--- config.mk ---
export PLATFORM = sky130hd
export DESIGN_NAME = wdpf_supervisor
export DESIGN_NICKNAME = d
export VERILOG_FILES = /design/src/core/wdpf_pkg.sv /design/src/core/ta_if.sv /design/src/core/ta_guard.sv /design/src/core/wdpf_supervisor.sv
export SDC_FILE = /design/constraint.sdc
export NUM_CORES = 1
export LEC_CHECK = 0
export BUFFER_PORTS_ARGS = -buffer_cell sky130_fd_sc_hd__clkbuf_2
export CAP_MARGIN = 10
export CORE_ASPECT_RATIO = 1.4
export CORE_MARGIN = 2
export CORE_UTILIZATION = 49
export DETAILED_ROUTE_END_ITERATION = 10
export PLACE_DENSITY = 0.71
export SKIP_LAST_GASP = 1
export SYNTH_ARGS = -nofsm -noshare
export SYNTH_HDL_FRONTEND = slang
export SYNTH_SLANG_ARGS = --single-unit
--- constraint.sdc ---
create_clock -name i_clk -period 3 [get_ports i_clk]
set_clock_uncertainty 0.05 [all_clocks]
set_input_delay 0.6 -clock i_clk [delete_from_list [all_inputs] [get_ports i_clk]]
set_output_delay 0.6 -clock i_clk [all_outputs]
set_load 0.02 [all_outputs]
--- src/core/wdpf_pkg.sv ---
// constants shared by the watchdog / power-fail supervisor and its guard
// assumes one 25 MHz crystal clock and 8-bit special function registers
package wdpf_pkg;

  // register addresses on the special function register port
  localparam logic [7:0] ADDR_CLOCK_CONTROL    = 8'h8E;
  localparam logic [7:0] ADDR_EXT_FLAGS        = 8'h91;
  localparam logic [7:0] ADDR_TIMED_ACCESS     = 8'hC7;
  localparam logic [7:0] ADDR_WATCHDOG_CONTROL = 8'hD8;
  localparam logic [7:0] ADDR_EXT_IRQ_ENABLE   = 8'hE8;

  // timed access keys
  localparam logic [7:0] TA_KEY_FIRST  = 8'hAA;
  localparam logic [7:0] TA_KEY_SECOND = 8'h55;

  // watchdog_control fields
  localparam int WDC_RESTART  = 0;
  localparam int WDC_ARM      = 1;
  localparam int WDC_WATCHDOG_RESET_FLAG     = 2;
  localparam int WDC_WATCHDOG_IRQ_FLAG     = 3;
  localparam int WDC_PFI_FLAG = 4;
  localparam int WDC_PFI_EN   = 5;
  localparam int WDC_POR_FLAG = 6;
  // clock_control, extended_irq_enable, extended flags fields
  localparam int CKC_SEL_LO   = 6;
  localparam int CKC_SEL_HI   = 7;
  localparam int EIE_WDT_EN   = 4;
  localparam int EXF_BANDGAP  = 0;

  // reset values
  localparam logic [7:0] CLOCK_CONTROL_RESET = 8'h01;
  localparam logic [7:0] EXT_IRQ_EN_RESET    = 8'h00;

  // timing
  localparam int CLOCKS_PER_MCYCLE = 4;
  localparam int TA_WINDOW_MCYCLES = 3;
  localparam logic [3:0] TA_WINDOW_CLOCKS =
    4'(CLOCKS_PER_MCYCLE * TA_WINDOW_MCYCLES);
  localparam int WD_CNT_W = 27;
  localparam logic [WD_CNT_W-1:0] WD_RESET_DELAY = 27'h0000200;
  localparam logic [3:0] WD_RESET_PULSE = 4'h8;
  localparam int POR_CNT_W = 17;

  // interrupt vectors
  localparam logic [15:0] VECTOR_NONE = 16'h0000;
  localparam logic [15:0] VECTOR_PFI  = 16'h0033;
  localparam logic [15:0] VECTOR_WDT  = 16'h0063;

  typedef enum logic [2:0] {
    TA_IDLE  = 3'b001,
    TA_ARMED = 3'b010,
    TA_OPEN  = 3'b100
  } ta_state_t;

endpackage

--- src/core/ta_if.sv ---
// carrier between the supervisor and its timed-access guard
// assumes both ends share one clock
`timescale 1ns/1ns
interface ta_if;
  logic       wr;
  logic [7:0] addr;
  logic [7:0] data;
  logic       consume;
  logic       open;
  modport guard (input wr, input addr, input data, input consume,
                 output open);
  modport core  (output wr, output addr, output data, output consume,
                 input open);
endinterface

--- src/core/ta_guard.sv ---
// timed-access guard: opens a short write window after the key pair
// assumes register writes arrive as single-cycle strobes
`timescale 1ns/1ns
module ta_guard (
  // clock and reset
  input  wire logic i_clk,
  input  wire logic i_rst_n,
  // register side
  ta_if.guard       ta
);

  wdpf_pkg::ta_state_t state_q;
  wdpf_pkg::ta_state_t state_d;
  logic [3:0]          win_q;
  logic [3:0]          win_d;
  logic                key_wr;

  assign key_wr = ta.wr && (ta.addr == wdpf_pkg::ADDR_TIMED_ACCESS);

  // the armed state also times out, so a stray first key cannot linger
  always_comb begin
    state_d = state_q;
    win_d   = win_q;
    unique case (state_q)
      wdpf_pkg::TA_IDLE: begin
        if (key_wr && ta.data == wdpf_pkg::TA_KEY_FIRST) begin
          state_d = wdpf_pkg::TA_ARMED;
          win_d   = wdpf_pkg::TA_WINDOW_CLOCKS;
        end
      end
      wdpf_pkg::TA_ARMED: begin
        win_d = win_q - 4'h1;
        if (key_wr && ta.data == wdpf_pkg::TA_KEY_SECOND) begin
          state_d = wdpf_pkg::TA_OPEN; // [RQ10]
          win_d   = wdpf_pkg::TA_WINDOW_CLOCKS;
        end else if (key_wr && ta.data == wdpf_pkg::TA_KEY_FIRST) begin
          win_d = wdpf_pkg::TA_WINDOW_CLOCKS;
        end else if (key_wr || win_q == 4'h1) begin
          state_d = wdpf_pkg::TA_IDLE;
        end
      end
      wdpf_pkg::TA_OPEN: begin
        win_d = win_q - 4'h1;
        if (ta.consume || win_q == 4'h1) begin
          state_d = wdpf_pkg::TA_IDLE; // [RQ10]
        end
      end
      default: begin
        state_d = wdpf_pkg::TA_IDLE;
      end
    endcase
  end

  always_ff @(posedge i_clk or negedge i_rst_n) begin
    if (!i_rst_n) begin
      state_q <= wdpf_pkg::TA_IDLE;
      win_q   <= 4'h0;
    end else begin
      state_q <= state_d;
      win_q   <= win_d;
    end
  end

  assign ta.open = (state_q == wdpf_pkg::TA_OPEN);
endmodule

--- src/core/wdpf_supervisor.sv ---
// watchdog timer and power-fail supervisor behind the register port
// assumes supply comparators are asynchronous; register strobes are on i_clk
//
// How it works
// RQ1: watchdog counts crystal clocks, one count per clock edge.
// RQ2: select field picks interrupt point of 2^17, 2^20, 2^23 or 2^26.
// RQ3: reset follows exactly 512 clocks after the interrupt point.
// RQ4: watchdog interrupt flag sets at the interrupt point.
// RQ5: watchdog reset flag records a watchdog-caused reset.
// RQ6: arm bit enables the watchdog; disarmed it neither interrupts nor resets.
// RQ7: restart bit clears the count for a fresh full interval.
// RQ8: software must restart before the interval expires.
// RQ9: arm and restart writes count only inside the timed-access window.
// RQ10: keys AAh then 55h at C7h open a three-cycle window.
// RQ11: interrupt flag, power-on flag, band-gap select also need the window.
// RQ12: software should restart before changing the select field.
// RQ13: watchdog interrupt reaches the CPU only when its enable is set.
// RQ14: hold reset while supply low, then count 65536 clocks.
// RQ15: reset stays asserted while supply is below the reset level.
// RQ16: power-fail interrupt enable; taken request vectors to 0033h.
// RQ17: power-fail flag sets on every warning; software clears it.
// RQ18: enabled power-fail interrupt outranks every other source.
// RQ19: arming starts from zero and any reset clears the count.
`timescale 1ns/1ns
module wdpf_supervisor #(
  parameter int POR_STRETCH_CYCLES = 65536,
  parameter int WD_TIMEOUT_0       = 131072,
  parameter int WD_TIMEOUT_1       = 1048576,
  parameter int WD_TIMEOUT_2       = 8388608,
  parameter int WD_TIMEOUT_3       = 67108864
) (
  // crystal clock and power-on reset
  input  wire logic        i_clk,
  input  wire logic        i_nrst,
  // special function register port
  input  wire logic [7:0]  i_sfr_addr,
  input  wire logic        i_sfr_wr,
  input  wire logic        i_sfr_rd,
  input  wire logic [7:0]  i_sfr_wdata,
  output logic      [7:0]  o_sfr_rdata,
  // supply comparators
  input  wire logic        i_supply_below_reset,
  input  wire logic        i_supply_below_warning,
  // to the CPU core
  output logic             o_cpu_reset,
  output logic             o_wdt_irq,
  output logic             o_pfi_irq,
  output logic      [15:0] o_irq_vector,
  output logic             o_bandgap_keep
);

  localparam int W  = wdpf_pkg::WD_CNT_W;
  localparam int PW = wdpf_pkg::POR_CNT_W;

  // reset release
  logic rst_s1_q;
  logic rst_n;
  always_ff @(posedge i_clk or negedge i_nrst) begin
    if (!i_nrst) begin
      rst_s1_q <= 1'b0;
      rst_n    <= 1'b0;
    end else begin
      rst_s1_q <= 1'b1;
      rst_n    <= rst_s1_q;
    end
  end

  // comparator synchronisers: a change counts when stages two and three agree
  logic [1:0] cmp_s1_q, cmp_s2_q, cmp_s3_q, cmp_q, cmp_d;
  always_comb begin
    cmp_d = cmp_q;
    if (cmp_s2_q == cmp_s3_q) begin
      cmp_d = cmp_s3_q;
    end
  end
  always_ff @(posedge i_clk or negedge rst_n) begin
    if (!rst_n) begin
      cmp_s1_q <= 2'h3;
      cmp_s2_q <= 2'h3;
      cmp_s3_q <= 2'h3;
      cmp_q    <= 2'h3;
    end else begin
      cmp_s1_q <= {i_supply_below_warning, i_supply_below_reset};
      cmp_s2_q <= cmp_s1_q;
      cmp_s3_q <= cmp_s2_q;
      cmp_q    <= cmp_d;
    end
  end
  logic low_reset, low_warn;
  assign low_reset = cmp_q[0];
  assign low_warn  = cmp_q[1];

  function automatic logic [W-1:0] wd_limit(input logic [1:0] sel);
    unique case (sel)
      2'h0:    wd_limit = W'(WD_TIMEOUT_0);
      2'h1:    wd_limit = W'(WD_TIMEOUT_1);
      2'h2:    wd_limit = W'(WD_TIMEOUT_2);
      default: wd_limit = W'(WD_TIMEOUT_3);
    endcase
  endfunction

  // timed-access guard
  ta_if ta ();
  ta_guard u_guard (
    .i_clk   (i_clk),
    .i_rst_n (rst_n),
    .ta      (ta)
  );

  logic wr_wdc, wr_ckc, wr_eie, wr_exf, prot_ok;
  assign wr_wdc  = i_sfr_wr && i_sfr_addr == wdpf_pkg::ADDR_WATCHDOG_CONTROL;
  assign wr_ckc  = i_sfr_wr && i_sfr_addr == wdpf_pkg::ADDR_CLOCK_CONTROL;
  assign wr_eie  = i_sfr_wr && i_sfr_addr == wdpf_pkg::ADDR_EXT_IRQ_ENABLE;
  assign wr_exf  = i_sfr_wr && i_sfr_addr == wdpf_pkg::ADDR_EXT_FLAGS;
  assign prot_ok = ta.open;
  assign ta.wr      = i_sfr_wr;
  assign ta.addr    = i_sfr_addr;
  assign ta.data    = i_sfr_wdata;
  assign ta.consume = prot_ok && (wr_wdc || wr_exf);

  // state
  logic [7:0]            ckc_q, ckc_d, eie_q, eie_d, rdata_d;
  logic                  arm_q, arm_d, watchdog_irq_flag_q, watchdog_irq_flag_d, watchdog_reset_flag_q, watchdog_reset_flag_d;
  logic                  pfen_q, pfen_d, pflag_q, pflag_d;
  logic                  por_q, por_d, bgs_q, bgs_d;
  logic [W-1:0]          cnt_q, cnt_d, lim;
  logic [wdpf_pkg::POR_CNT_W-1:0] porc_q, porc_d;
  logic                  pbusy_q, pbusy_d;
  logic [3:0]            wdp_q, wdp_d;
  logic                  restart, fire, reset_d, wirq_d, pirq_d;
  logic [15:0]           vec_d;

  assign lim     = wd_limit(ckc_q[wdpf_pkg::CKC_SEL_HI:wdpf_pkg::CKC_SEL_LO]);
  assign restart = wr_wdc && prot_ok && i_sfr_wdata[wdpf_pkg::WDC_RESTART];
  assign fire    = arm_q && !o_cpu_reset
                   && cnt_q == lim + wdpf_pkg::WD_RESET_DELAY; // [RQ3] [RQ6]

  always_comb begin
    ckc_d = ckc_q;
    eie_d = eie_q;
    arm_d = arm_q;
    watchdog_irq_flag_d = watchdog_irq_flag_q;
    watchdog_reset_flag_d = watchdog_reset_flag_q;
    pfen_d = pfen_q;
    pflag_d = pflag_q;
    por_d = por_q;
    bgs_d = bgs_q;
    cnt_d = cnt_q;
    porc_d = porc_q;
    pbusy_d = pbusy_q;
    wdp_d = wdp_q;
    // supply hold and power-up stretch
    if (low_reset) begin
      pbusy_d = 1'b1; // [RQ15]
      porc_d  = '0;
    end else if (pbusy_q) begin
      if (porc_q == PW'(POR_STRETCH_CYCLES - 1)) begin
        pbusy_d = 1'b0; // [RQ14]
      end else begin
        porc_d = porc_q + 1'b1;
      end
    end
    if (fire) begin
      wdp_d = wdpf_pkg::WD_RESET_PULSE;
    end else if (wdp_q != 4'h0) begin
      wdp_d = wdp_q - 4'h1;
    end
    if (o_cpu_reset) begin
      // clock_control, enables and watchdog arm, interrupt flag and count return to reset values
      ckc_d = wdpf_pkg::CLOCK_CONTROL_RESET;
      eie_d = wdpf_pkg::EXT_IRQ_EN_RESET;
      arm_d = 1'b0;
      watchdog_irq_flag_d = 1'b0;
      pfen_d = 1'b0;
      bgs_d = 1'b0;
      cnt_d = '0; // [RQ19]
    end else begin
      if (wr_ckc) ckc_d = i_sfr_wdata;
      if (wr_eie) eie_d = i_sfr_wdata;
      if (wr_wdc) begin
        pfen_d = i_sfr_wdata[wdpf_pkg::WDC_PFI_EN]; // [RQ16]
        watchdog_reset_flag_d = i_sfr_wdata[wdpf_pkg::WDC_WATCHDOG_RESET_FLAG];
        pflag_d = i_sfr_wdata[wdpf_pkg::WDC_PFI_FLAG]; // [RQ17]
        if (prot_ok) begin
          arm_d  = i_sfr_wdata[wdpf_pkg::WDC_ARM]; // [RQ9]
          watchdog_irq_flag_d = i_sfr_wdata[wdpf_pkg::WDC_WATCHDOG_IRQ_FLAG]; // [RQ11]
          por_d  = i_sfr_wdata[wdpf_pkg::WDC_POR_FLAG]; // [RQ11]
        end
      end
      if (wr_exf && prot_ok) bgs_d = i_sfr_wdata[wdpf_pkg::EXF_BANDGAP];
      // one count per crystal clock, no machine-cycle prescale
      // disarming clears at once, so no stale count shows while disarmed
      if (!arm_q || !arm_d || restart || fire) begin
        cnt_d = '0; // [RQ7] [RQ19] [RQ6]
      end else begin
        cnt_d = cnt_q + 1'b1; // [RQ1]
      end
      if (arm_q && cnt_q == lim) watchdog_irq_flag_d = 1'b1; // [RQ4] [RQ2]
    end
    // hardware sets win over software clears
    if (low_warn) pflag_d = 1'b1; // [RQ17]
    if (fire) watchdog_reset_flag_d = 1'b1; // [RQ5]
    if (pbusy_q) begin
      watchdog_reset_flag_d = 1'b0;
      por_d  = 1'b1;
    end
    reset_d = pbusy_d || (wdp_d != 4'h0);
    // the CPU core takes the power-fail request ahead of any other source
    pirq_d = pflag_d && pfen_d && !reset_d; // [RQ18]
    wirq_d = watchdog_irq_flag_d && eie_d[wdpf_pkg::EIE_WDT_EN] && !reset_d; // [RQ13]
    vec_d = pirq_d ? wdpf_pkg::VECTOR_PFI :
            (wirq_d ? wdpf_pkg::VECTOR_WDT : wdpf_pkg::VECTOR_NONE); // [RQ16]
    rdata_d = o_sfr_rdata;
    if (i_sfr_rd) begin
      unique case (i_sfr_addr)
        wdpf_pkg::ADDR_CLOCK_CONTROL:  rdata_d = ckc_q;
        wdpf_pkg::ADDR_EXT_IRQ_ENABLE: rdata_d = eie_q;
        wdpf_pkg::ADDR_EXT_FLAGS:      rdata_d = {7'h00, bgs_q};
        wdpf_pkg::ADDR_WATCHDOG_CONTROL:
          rdata_d = {1'b0, por_q, pfen_q, pflag_q, watchdog_irq_flag_q, watchdog_reset_flag_q, arm_q, 1'b0};
        default:                       rdata_d = 8'h00;
      endcase
    end
  end

  always_ff @(posedge i_clk or negedge rst_n) begin
    if (!rst_n) begin
      ckc_q <= wdpf_pkg::CLOCK_CONTROL_RESET;
      eie_q <= wdpf_pkg::EXT_IRQ_EN_RESET;
      arm_q <= 1'b0;
      watchdog_irq_flag_q <= 1'b0;
      watchdog_reset_flag_q <= 1'b0;
      pfen_q <= 1'b0;
      pflag_q <= 1'b0;
      por_q <= 1'b1;
      bgs_q <= 1'b0;
      cnt_q <= '0;
      porc_q <= '0;
      pbusy_q <= 1'b1;
      wdp_q <= 4'h0;
      o_cpu_reset <= 1'b1;
      o_wdt_irq <= 1'b0;
      o_pfi_irq <= 1'b0;
      o_irq_vector <= wdpf_pkg::VECTOR_NONE;
      o_sfr_rdata <= 8'h00;
      o_bandgap_keep <= 1'b0;
    end else begin
      ckc_q <= ckc_d;
      eie_q <= eie_d;
      arm_q <= arm_d;
      watchdog_irq_flag_q <= watchdog_irq_flag_d;
      watchdog_reset_flag_q <= watchdog_reset_flag_d;
      pfen_q <= pfen_d;
      pflag_q <= pflag_d;
      por_q <= por_d;
      bgs_q <= bgs_d;
      cnt_q <= cnt_d;
      porc_q <= porc_d;
      pbusy_q <= pbusy_d;
      wdp_q <= wdp_d;
      o_cpu_reset <= reset_d;
      o_wdt_irq <= wirq_d;
      o_pfi_irq <= pirq_d;
      o_irq_vector <= vec_d;
      o_sfr_rdata <= rdata_d;
      o_bandgap_keep <= bgs_d;
    end
  end
endmodule

# Word level (Yosys, flattened, before mapping)
# Index checks and enable logic that the tools add are counted.
# word_totals
ff_bits,107
in_bits,22
output_inout_bits,28
elab_cells,152
# op_classes
add_sub_neg,5
n_eq_ne,24
muxes,51
reduce_logical,45
# op_table
cell,count
27-bit case mux with 3 select lines,1
27-bit == test,2
27-bit two-way mux,2
17-bit two-way mux,3
8-bit == test (second input constant),6
8-bit two-way mux,4
8-bit case mux with 4 select lines,1
27-bit by 1-bit adder with 27-bit output (second input constant),1
27-bit by 10-bit adder with 27-bit output (second input constant),1
1-bit two-way mux,26
4-bit two-way mux,5
1-bit logical AND,18
17-bit by 1-bit adder with 17-bit output (second input constant),1
17-bit by 16-bit == test with 1-bit output (second input constant),1
3-bit two-way mux,5
7-bit two-way mux,2
4-bit case mux with 3 select lines,1
2-bit nonzero test,6
3-bit case mux with 3 select lines,1
8-bit by 7-bit == test with 1-bit output (second input constant),1
4-bit nonzero test,2
4-bit by 1-bit subtractor with 4-bit output (second input constant),2
1-bit logical OR,7
2-bit by 1-bit != test with 1-bit output (second input constant),3
16 further kinds,23

# Depth between registers and ports, before layout
# Gate-level depths: netlist (run 1).
# logic_depth
depth_word,12
depth_mapped,11
mapped_depth_nobuf,10

# Hierarchy
# From an unflattened synthesis (run 1), not the netlist that was laid out.
# hier_totals
cells_unflattened,526
hier_area_um2,5149.9
# by_module_without_submodules
mod,instances,cells_per_inst,area_each_um2,seq_area_each_um2
wdpf_supervisor,1,468,4595.7,2392.3
ta_guard,1,58,554.3,176.4

# Worst setup path after synthesis (run 1)
# OpenSTA, ideal clock, no wires.
# synth_timing
path_kind,flip-flop to flip-flop
from,register porc_q[6] in the netlist's numbering
to,register o_irq_vector[6]
setup_time_ps,88
arrival_time_ps,2068
required_ps,2862
path_slack_ps,794
path_stages_with_launch,11
path_buffers,1
period_less_slack_ps,2206
path_cell_list,dfrtp_1 -> and4_1 -> nand4_1 -> nor3_1 -> ha_1 -> nor2b_1 -> buf_2 -> or2_2 -> nor3_1 -> nand3_1 -> nor3b_1
# synth_via
elab_chain_len,9
elab_cells_between_ends,10
cone_classes,eq/ne: 1; mux: 5; reduce/logical: 4
# synth_rtl
item,line,text
start: declaration,wdpf_supervisor.sv:127,"logic [wdpf_pkg::POR_CNT_W-1:0] porc_q, porc_d;"
start signal: assignment,wdpf_supervisor.sv:258,porc_q <= porc_d;
17-bit by 16-bit == test with 1-bit output (*),wdpf_supervisor.sv:157,if (porc_q == PW'(POR_STRETCH_CYCLES - 1)) begin
1-bit two-way mux (*),wdpf_supervisor.sv:157,
1-bit two-way mux (*),wdpf_supervisor.sv:156,end else if (pbusy_q) begin
1-bit two-way mux (*),wdpf_supervisor.sv:153,if (low_reset) begin
net pbusy_d,wdpf_supervisor.sv:128,"logic pbusy_q, pbusy_d;"
1-bit logical OR (*),wdpf_supervisor.sv:207,reset_d = pbusy_d || (wdp_d != 4'h0);
net reset_d,wdpf_supervisor.sv:130,"logic restart, fire, reset_d, wirq_d, pirq_d;"
1-bit zero test (*),"wdpf_supervisor.sv:209, wdpf_supervisor.sv:210",
1-bit logical AND,wdpf_supervisor.sv:210,wirq_d = watchdog_irq_flag_d && eie_d[wdpf_pkg::EIE_WDT_EN] && !reset_d;
7-bit two-way mux,wdpf_supervisor.sv:212,(wirq_d ? wdpf_pkg::VECTOR_WDT : wdpf_pkg::VECTOR_NONE);
7-bit two-way mux (*),wdpf_supervisor.sv:211,vec_d = pirq_d ? wdpf_pkg::VECTOR_PFI :
net vec_d[6],wdpf_supervisor.sv:131,logic [15:0] vec_d;
end signal: assignment,wdpf_supervisor.sv:244,o_irq_vector <= wdpf_pkg::VECTOR_NONE;
end signal: assignment,wdpf_supervisor.sv:264,o_irq_vector <= vec_d;
end: declaration,wdpf_supervisor.sv:48,"output logic [15:0] o_irq_vector,"
# Mark *: on every way through the listed nets, which the timed path passes. The rest lies on a longest branch.
# A chain may end at the register's enable or synchronous reset.

# Final worst setup path (run 1)
# layout_timing
from,register porc_q[6] in the netlist's numbering
to,register porc_q[15] in the netlist's numbering
# layout_via
elab_chain_len,4
elab_cells_between_ends,7
cone_classes,add/sub: 1; eq/ne: 2; mux: 3; reduce/logical: 1
# layout_rtl
item,line,text
17-bit by 1-bit adder with 17-bit output,wdpf_supervisor.sv:160,porc_d = porc_q + 1'b1;
17-bit two-way mux,wdpf_supervisor.sv:157,
17-bit two-way mux,wdpf_supervisor.sv:156,
17-bit two-way mux,wdpf_supervisor.sv:153,
# Parallel ways exist; a longest one is shown, timed or not. The select of a mux whose other input is x is not followed.

==> flow_metrics.tcl, run 1 <==
set metrics [dict create \
    start_kind "flop" \
    clock_latency_ps 350 \
    synth_area_um2 5169 \
    gr-total-overflow 0 \
    ys_ff_latch 102 \
    clk_pin_slew_ps 70 \
    crit_type "flop to flop" \
    ir_drop_mv 0.2579 \
    cts_setup_buffers 0 \
    synth_area_leaders "dfrtp_1 43%, nor2_1 6.8%, dfstp_2 6.6%, mux2i_1 4.3%, xor2_1 3.6%" \
    yosysTopAreaCell "dfrtp_1" \
    syn_avg_cell_area_um2 10.21 \
    io_pins 50 \
    via_per_inst 5.473 \
    synth_top_flop_cell "dfrtp_1" \
    wl_per_cell_um 14.65 \
    antenna_found_initial 0 \
    yosysSeqAreaShare_pct 49.70 \
    grt_max_degree 81 \
    grt_pass1_vias 3859 \
    cts.sinks 102 \
    cpMaxStageDelayCell "nor2b_1" \
    synth_top_area_share_pct 43.09 \
    tightestPinTransition_ps 529.4 \
    crit_family "simple AND/OR/NAND/NOR gates" \
    hold_class "flop to async pin" \
    grt_pass1_wl_um 17630 \
    critPathRequiredTime_ps 3170 \
    root_buffer "clkbuf_16" \
    rsz0062_at_grt "false" \
    final_nets 569 \
    placed_cells 666 \
    diodes 0 \
    drt_pass1_iterations 5 \
    die_x_um 90.80 \
    hold_ws_ps 161.2 \
    cts_buffers 9 \
    die-area_um2 11400 \
    p_leak_nw 2.497 \
    period_minus_slack_ps 2578 \
    portBuffers 38 \
    rows 44 \
    finalMaxSlewViolations 0 \
    power.total_mw 2.729 \
    dpl.hpwl_um 7219 \
    area_growth_pct 10.46 \
    cts_tree "done" \
    track_usage_pct 18.91 \
    yosysUniqueCellTypes 62 \
    final.setup.tns_ps 0 \
    htree_levels 3 \
    finalCritPeriodShare_pct 85.93 \
    max_freq_ghz 0.3879 \
    route.vias.total 3738 \
    coreArea_um2 10350 \
    hold_viol 0 \
    pre_cts_slack_ps 449.5 \
    synth_edf_count 0 \
    die_y_um 125.5 \
    path_cells "and4_1 > nand4_1 > nor3_1 > ha_1 > nor2b_1 > nand3_1 > nor3_1 > nand3_1 > xor2_1 > nor2_1" \
    synth_common_cells "93 x nor2_1, 89 x dfrtp_1, 28 x nand2_1" \
    ys_warn_count 0 \
    fin_ws_ps 422.0 \
    slew-limit-headroom_pct 64.58 \
    place_congestion 0.8301 \
    ant_nets 0 \
    wirelength_um 10010 \
    cp_max_fo 8 \
    syn_inst 506 \
    synth.most_common_cell "nor2_1" \
    endpoint_kind "flop" \
    powerDensity_nw_per_um2 478.0 \
    synthArstFlopShare_pct 100.0 \
    stdcell_count 683 \
    drv_cap 0 \
    drc 0 \
    post_route_cells_drive_above_1_share_pct 17.25 \
    finalSetupViolations 0 \
    clockBufferDepth 2 \
    outcome "finished clean" \
    initial_core_util_pct 49.94 \
    arrival_ps 2750 \
    critPathMaxStageDelay_ps 440 \
    first_iter_violations 208 \
    crit_buf_inv 0 \
]
registers in the layout, indices dropped and copies added (netlist names), 3 cells and up:
signal and count:
wdp_q 4, ckc_q 8, u_guard.win_q 4, cnt_q 27, eie_q 8, porc_q 17, u_guard.state_q 3, o_sfr_rdata 8
o_irq_vector 3
kinds of logic after synthesis:
kind of cell,count (synthesis),synth area share (%)
AO/OA/AOI/OAI,56,7.843
XOR/XNOR,41,6.948
adder cells (fa/ha/maj),7,1.694
buffers and inverters,47,5.035
flip-flops,102,49.70
multiplexers,23,4.478
other,2,0.1453
AND/OR/NAND/NOR,228,24.16
cell usage in the layout (no fill, tap or decap), types with 3 or more instances in the layout:
master      instances
nor4b_1             3
nand3_1            18
o22ai_1             8
dfstp_2            13
ha_1                7
nand2_1            28
nand2b_1           10
mux2i_1            22
and2_1              5
dfrtp_1            88
nor3_1              9
nand4b_1            3
clkbuf_2           38
conb_1             12
inv_1              19
clkinvlp_4          3
nor2_1             93
xnor2_1            20
nor4_1              4
clkbuf_16           9
xor2_1             21
a211oi_1            4
o21ai_0             7
or3_1               3
nand4_1             9
a222oi_1            7
a21oi_1            15
and3_1              7
a31oi_1             3
nor2b_1             6
timing repair:
item                                   CTS  global route
setup endpoints to repair                0             0
hold buffers                             1             0
resized for setup                        0             0
endpoints found under the hold margin    2             0
metal layers:
metal  GRT usage, %  vias to the layer above  part of all wire (%)
li1               -                     1799                     -
met1          22.24                     1855                    41
met2          33.49                       63                    53
met3          3.133                       21                   2.8
met4          9.002                        0                   3.4
met5              0                        -                     0
worst paths after layout:
kind                                 startpoint                 end  slack [ps]  cells past startpoint
setup / recovery                      porc_q[6]          porc_q[15]         420                     10
hold / removal                            rst_n           porc_q[7]         160                      0
setup reg to reg                      porc_q[6]          porc_q[15]         420                     10
hold reg to reg                           rst_n           porc_q[7]         160                      0
max in group asynchronous                 rst_n  u_guard.state_q[0]        2000                      1
min in group i_clk         i_supply_below_reset         cmp_s1_q[0]         280                      1
stage by stage:
step                      util [%]  cell area [um^2]
after global placement       52.28              5411
after global routing         55.16              5709
after detailed placement     52.28              5411
final                        55.16              5709
after floorplan                  -              5207
after CTS                    55.16              5709
power breakdown:
group | total (mW) | switching (mW) | internal, mW
sequential | 1.46 | 0.0434 | 1.41
clock | 1.13 | 0.546 | 0.580
combinational | 0.146 | 0.0914 | 0.0550
cell type report:
cell class / count / area (um^2)
tap: 138 / 172.7
inverter: 19 / 71.32
clock buffer: 9 / 225.2
clock inverter: 7 / 62.56
fill: 946 / 4641
multi-input combinational: 367 / 2377
sequential: 102 / 2572
timing repair buffer: 41 / 227.7
Note: power is estimated with default switching activity, not from simulation.
==> run 2: changes to the inputs <==
--- a/config.mk
+++ b/config.mk
@@ -11,7 +11,8 @@
 export CORE_MARGIN = 2
 export CORE_UTILIZATION = 49
 export DETAILED_ROUTE_END_ITERATION = 10
-export PLACE_DENSITY = 0.71
+export PLACE_DENSITY = 0.68
+export REMOVE_ABC_BUFFERS = 1
 export SKIP_LAST_GASP = 1
 export SYNTH_ARGS = -nofsm -noshare
 export SYNTH_HDL_FRONTEND = slang
==> constraint.sdc (replaced) <==
create_clock -name i_clk -period 2.4 [get_ports i_clk]
set_clock_uncertainty 0.05 [all_clocks]
set_input_delay 0.48 -clock i_clk [delete_from_list [all_inputs] [get_ports i_clk]]
set_output_delay 0.48 -clock i_clk [all_outputs]
set_load 0.02 [all_outputs]
==> flow_metrics.tcl, run 2 (synthesized netlist as in run 1, its figures left out) <==
set metrics [dict create \
    root_buffer "clkbuf_16" \
    cts_tree "done" \
    powerDensity_nw_per_um2 618.6 \
    finalMaxSlewViolations 0 \
    cts_buffers 9 \
    via_per_inst 5.416 \
    dpl.hpwl_um 7364 \
    drt_pass1_iterations 4 \
    finalSetupViolations 0 \
    final_common_cell "nor2_1" \
    outcome "finished clean" \
    post_route_cells_drive_above_1_share_pct 19.28 \
    stdcell_count 693 \
    die_y_um 125.5 \
    postLayoutCellArea_um2 5839 \
    initial_core_util_pct 49.94 \
    max_freq_ghz 0.4439 \
    route.vias.total 3753 \
    cts.sinks 102 \
    io_pins 50 \
    place_congestion 0.8842 \
    grt_max_degree 44 \
    endpoint_kind "flop" \
    grt_pass1_wl_um 17350 \
    top_register "cnt_q" \
    wirelength_um 10300 \
    coreArea_um2 10350 \
    final.setup.tns_ps 0 \
    period_minus_slack_ps 2253 \
    tightestPinTransition_ps 558.6 \
    fin_ws_ps 147.5 \
    area_growth_pct 12.98 \
    p_leak_nw 2.581 \
    crit_type "flop to flop" \
    mostFrequentLayoutCells "93 x nor2_1, 88 x dfrtp_1, 38 x clkbuf_2, 28 x nand2_1, 22 x mux2i_1" \
    pre_cts_slack_ps 117.2 \
    finalCritPeriodShare_pct 93.85 \
    slew-limit-headroom_pct 62.76 \
    gr-total-overflow 0 \
    portBuffers 38 \
    hold_class "input pin to flop" \
    largest_reg_flops 27 \
    die-area_um2 11400 \
    start_kind "flop" \
    ir_drop_mv 0.3870 \
    largestRegisters "cnt_q (27), porc_q (17)" \
    power.total_mw 3.612 \
    clock_latency_ps 350 \
    wl_per_cell_um 14.87 \
    arrival_ps 2470 \
    placed_cells 675 \
    critPathRequiredTime_ps 2620 \
    drc 0 \
    track_usage_pct 18.92 \
    rows 44 \
    hold_viol 0 \
    first_iter_violations 241 \
    clk_pin_slew_ps 70 \
    final_nets 579 \
    htree_levels 3 \
    drv_cap 0 \
    cp_max_fo 5 \
    die_x_um 90.80 \
    diodes 0 \
    ant_nets 0 \
    dpl-instance-area_um2 5479 \
    antenna_found_initial 0 \
    clockBufferDepth 2 \
    grt_pass1_vias 3695 \
]
## run 2: layout make-up
| cell class | count | area (um^2) |
|---|---|---|
| clock buffers | 9 | 225.2 |
| inverters | 19 | 71.32 |
| fillers | 944 | 4511 |
| multi-input cells | 367 | 2392 |
| well taps | 138 | 172.7 |
| flip-flops and latches | 102 | 2572 |
| repair buffers | 51 | 302.8 |
| clock inverters | 7 | 102.6 |
## run 2: path summary, 6_finish.rpt
check	cells after the start	to	startpoint	slack, ps
min in group asynchronous	0	porc_q[6]	rst_n	280
max	9	o_irq_vector[6]	porc_q[5]	150
min	1	cmp_s1_q[0]	i_supply_below_reset	160
max reg2reg	9	o_irq_vector[6]	porc_q[5]	150
max in group asynchronous	1	por_q	rst_n	1320
min reg2reg	0	porc_q[6]	rst_n	280
## run 2: per-stage QoR
step | hold slack, ps | utilization [%]
4_1_cts | 145.7 | 56.20
6_report | 155.9 | 56.42
5_1_grt | 150.4 | 56.42
3_5_place_dp | 217.1 | 52.94
2_1_floorplan | 134.4 | -
3_3_place_gp | 216.1 | 52.94
## run 2: where the power goes
| group | leakage [nW] | internal, mW | total, mW | switching [mW] |
|---|---|---|---|---|
| clock network | 0.163 | 0.931 | 1.60 | 0.670 |
| registers | 1.35 | 1.77 | 1.81 | 0.0488 |
| logic | 1.06 | 0.0730 | 0.196 | 0.123 |
## run 2: what timing repair did
item | CTS | global route
resized for setup | 0 | 3
hold buffers | 1 | 0
hold endpoints to repair | 2 | 0
buffers inserted | 0 | 1
setup endpoints to repair | 0 | 4
## run 2: critical path, stage by stage (launching register included)
cell	delay, ps
dfrtp_1	410
and4_1	240
nand4_1	160
nor3_1	220
ha_1	170
nor2b_1	60
or2_2	320
nor3_2	180
nand3_2	150
nor3b_2	220
## run 2: routing by layer
metal / part of all wire [%] / up-vias / track usage, % / routed length [um]
met5: 0 / - / 0 / 0
met4: 3.3 / 0 / 9.180 / 335
met3: 3.8 / 22 / 3.554 / 390
met2: 51 / 93 / 32.40 / 5281
met1: 42 / 1826 / 22.90 / 4297
li1: - / 1812 / - / -
==> run 3: changes to the inputs <==
--- a/config.mk
+++ b/config.mk
@@ -9,9 +9,8 @@
 export CAP_MARGIN = 10
 export CORE_ASPECT_RATIO = 1.4
 export CORE_MARGIN = 2
-export CORE_UTILIZATION = 49
+export CORE_UTILIZATION = 30
 export DETAILED_ROUTE_END_ITERATION = 10
-export PLACE_DENSITY = 0.68
 export REMOVE_ABC_BUFFERS = 1
 export SKIP_LAST_GASP = 1
 export SYNTH_ARGS = -nofsm -noshare
==> constraint.sdc (replaced) <==
create_clock -name i_clk -period 2.4 [get_ports i_clk]
set_clock_uncertainty 0.05 [all_clocks]
set_input_delay 0 -clock i_clk [delete_from_list [all_inputs] [get_ports i_clk]]
set_output_delay 0 -clock i_clk [all_outputs]
set_load 0.02 [all_outputs]
==> flow_metrics.tcl, run 3 (synthesized netlist as in run 1, its figures left out) <==
set metrics [dict create \
    ir_drop_mv 0.2963 \
    die_x_um 114.9 \
    dpl-instance-area_um2 5553 \
    portBuffers 38 \
    coreArea_um2 16820 \
    cts_tree "done" \
    hold_class "input pin to flop" \
    r2r_start "porc_q[5]" \
    cts.sinks 102 \
    ant_nets 0 \
    post_route_cells_drive_above_1_share_pct 19.47 \
    cts_buffers 9 \
    via_per_inst 4.942 \
    initial_core_util_pct 30.74 \
    grt_pass1_vias 3766 \
    drc 0 \
    finalSetupViolations 0 \
    period_minus_slack_ps 2235 \
    finalMaxSlewViolations 0 \
    power.total_mw 3.475 \
    clock_latency_ps 350 \
    final.setup.tns_ps 0 \
    slew-limit-headroom_pct 64.51 \
    min_path_cells 3 \
    drt_pass1_iterations 7 \
    track_usage_pct 11.99 \
    clk_pin_slew_ps 80 \
    mostFrequentLayoutCells "93 x nor2_1, 88 x dfrtp_1, 38 x clkbuf_2, 28 x nand2_1, 22 x mux2i_1" \
    powerDensity_nw_per_um2 574.7 \
    min_from "i_sfr_addr[0]" \
    placed_cells 739 \
    outcome "finished clean" \
    rrSetupSlack_ps 170 \
    final_nets 594 \
    postLayoutCellArea_um2 6046 \
    start_kind "flop" \
    antenna_found_initial 0 \
    rows 56 \
    endpoint_kind "flop" \
    max_freq_ghz 0.4475 \
    htree_levels 3 \
    crit_path_start "porc_q[5]" \
    largest_reg_flops 27 \
    route.vias.total 3820 \
    clockBufferDepth 2 \
    p_leak_nw 2.628 \
    finalCritPeriodShare_pct 93.11 \
    cp_max_fo 4 \
    diodes 0 \
    die_y_um 159.3 \
    place_congestion 0.8013 \
    area_growth_pct 16.97 \
    first_iter_violations 281 \
    crit_type "flop to flop" \
    critPathRequiredTime_ps 2610 \
    drv_cap 0 \
    root_buffer "clkbuf_16" \
    top_register "cnt_q" \
    r2r_cells 9 \
    hold_viol 0 \
    tightestPinTransition_ps 524.9 \
    io_pins 50 \
    arrival_ps 2450 \
    final_common_cell "nor2_1" \
    grt_pass1_wl_um 17790 \
    grt_max_degree 45 \
    die-area_um2 18310 \
    stdcell_count 773 \
    wl_per_cell_um 13.67 \
    dpl.hpwl_um 7629 \
    gr-total-overflow 0 \
    wirelength_um 10570 \
    largestRegisters "cnt_q (27), porc_q (17)" \
]
run 3: cell count changes in the layout (fill, tap and decap cells not counted), moves of 2 or more:
cell / before / now
buf_4: 11 / 13
bufinv_16: 2 / 0
clkinv_8: 0 / 2
dlygate4sd3_1: 1 / 14
nor3_1: 8 / 6
nor3_2: 3 / 5
run 3: metal layers:
layer / track usage, % / up-vias / routed length (um)
met2: 19.84 / 67 / 5359
met1: 14.55 / 1879 / 4578
met4: 6.955 / 0 / 337
met3: 1.903 / 22 / 294
met5: 0 / - / 0
li1: - / 1852 / -
run 3: final timing paths:
kind / endpoint
max: o_irq_vector[6]
min: u_guard.state_q[2]
max reg2reg: o_irq_vector[6]
min reg2reg: cnt_q[5]
max in group asynchronous: ckc_q[0]
min in group asynchronous: cnt_q[5]
run 3: area by class of cell:
| type | instances | area (um^2) |
|---|---|---|
| Sequential cell | 102 | 2572 |
| Clock buffer | 9 | 225.2 |
| Clock inverter | 7 | 77.57 |
| Timing Repair Buffer | 66 | 447.9 |
| Multi-Input combinational cell | 367 | 2397 |
| Inverter | 19 | 71.32 |
| Tap cell | 203 | 254.0 |
| Fill cell | 1663 | 10770 |
run 3: stage by stage:
stage	hold slack (ps)	util, %	setup slack [ps]
floorplan	-345.6	-	-679.0
global placement	-263.3	33.02	205.3
detailed placement	-262.7	33.02	75.00
CTS	25.46	35.65	52.86
global route	80.80	35.95	-43.01
finish	42.91	35.95	165.4
run 3: power by group:
group	internal, mW	switching, mW	leakage, nW
sequential	1.77	0.0443	1.35
combinational	0.0869	0.130	1.13
clock	0.740	0.709	0.144
run 3: repair_timing:
action / 4_1_cts / 5_1_grt
endpoints found under the setup margin: 0 / 8
endpoints found under the hold margin: 35 / 0
setup buffers: 0 / 4
gates resized for setup: 0 / 5
hold buffers: 14 / 0
run 3: worst max-delay path: stages (launching register included):
cell and delay, ps:
dfrtp_1 390, and4_1 220, nand4_1 160, nor3_2 210, ha_1 180, nor2b_2 60
or2_2 320, nor3_2 160, nand3_1 160, nor3b_1 250
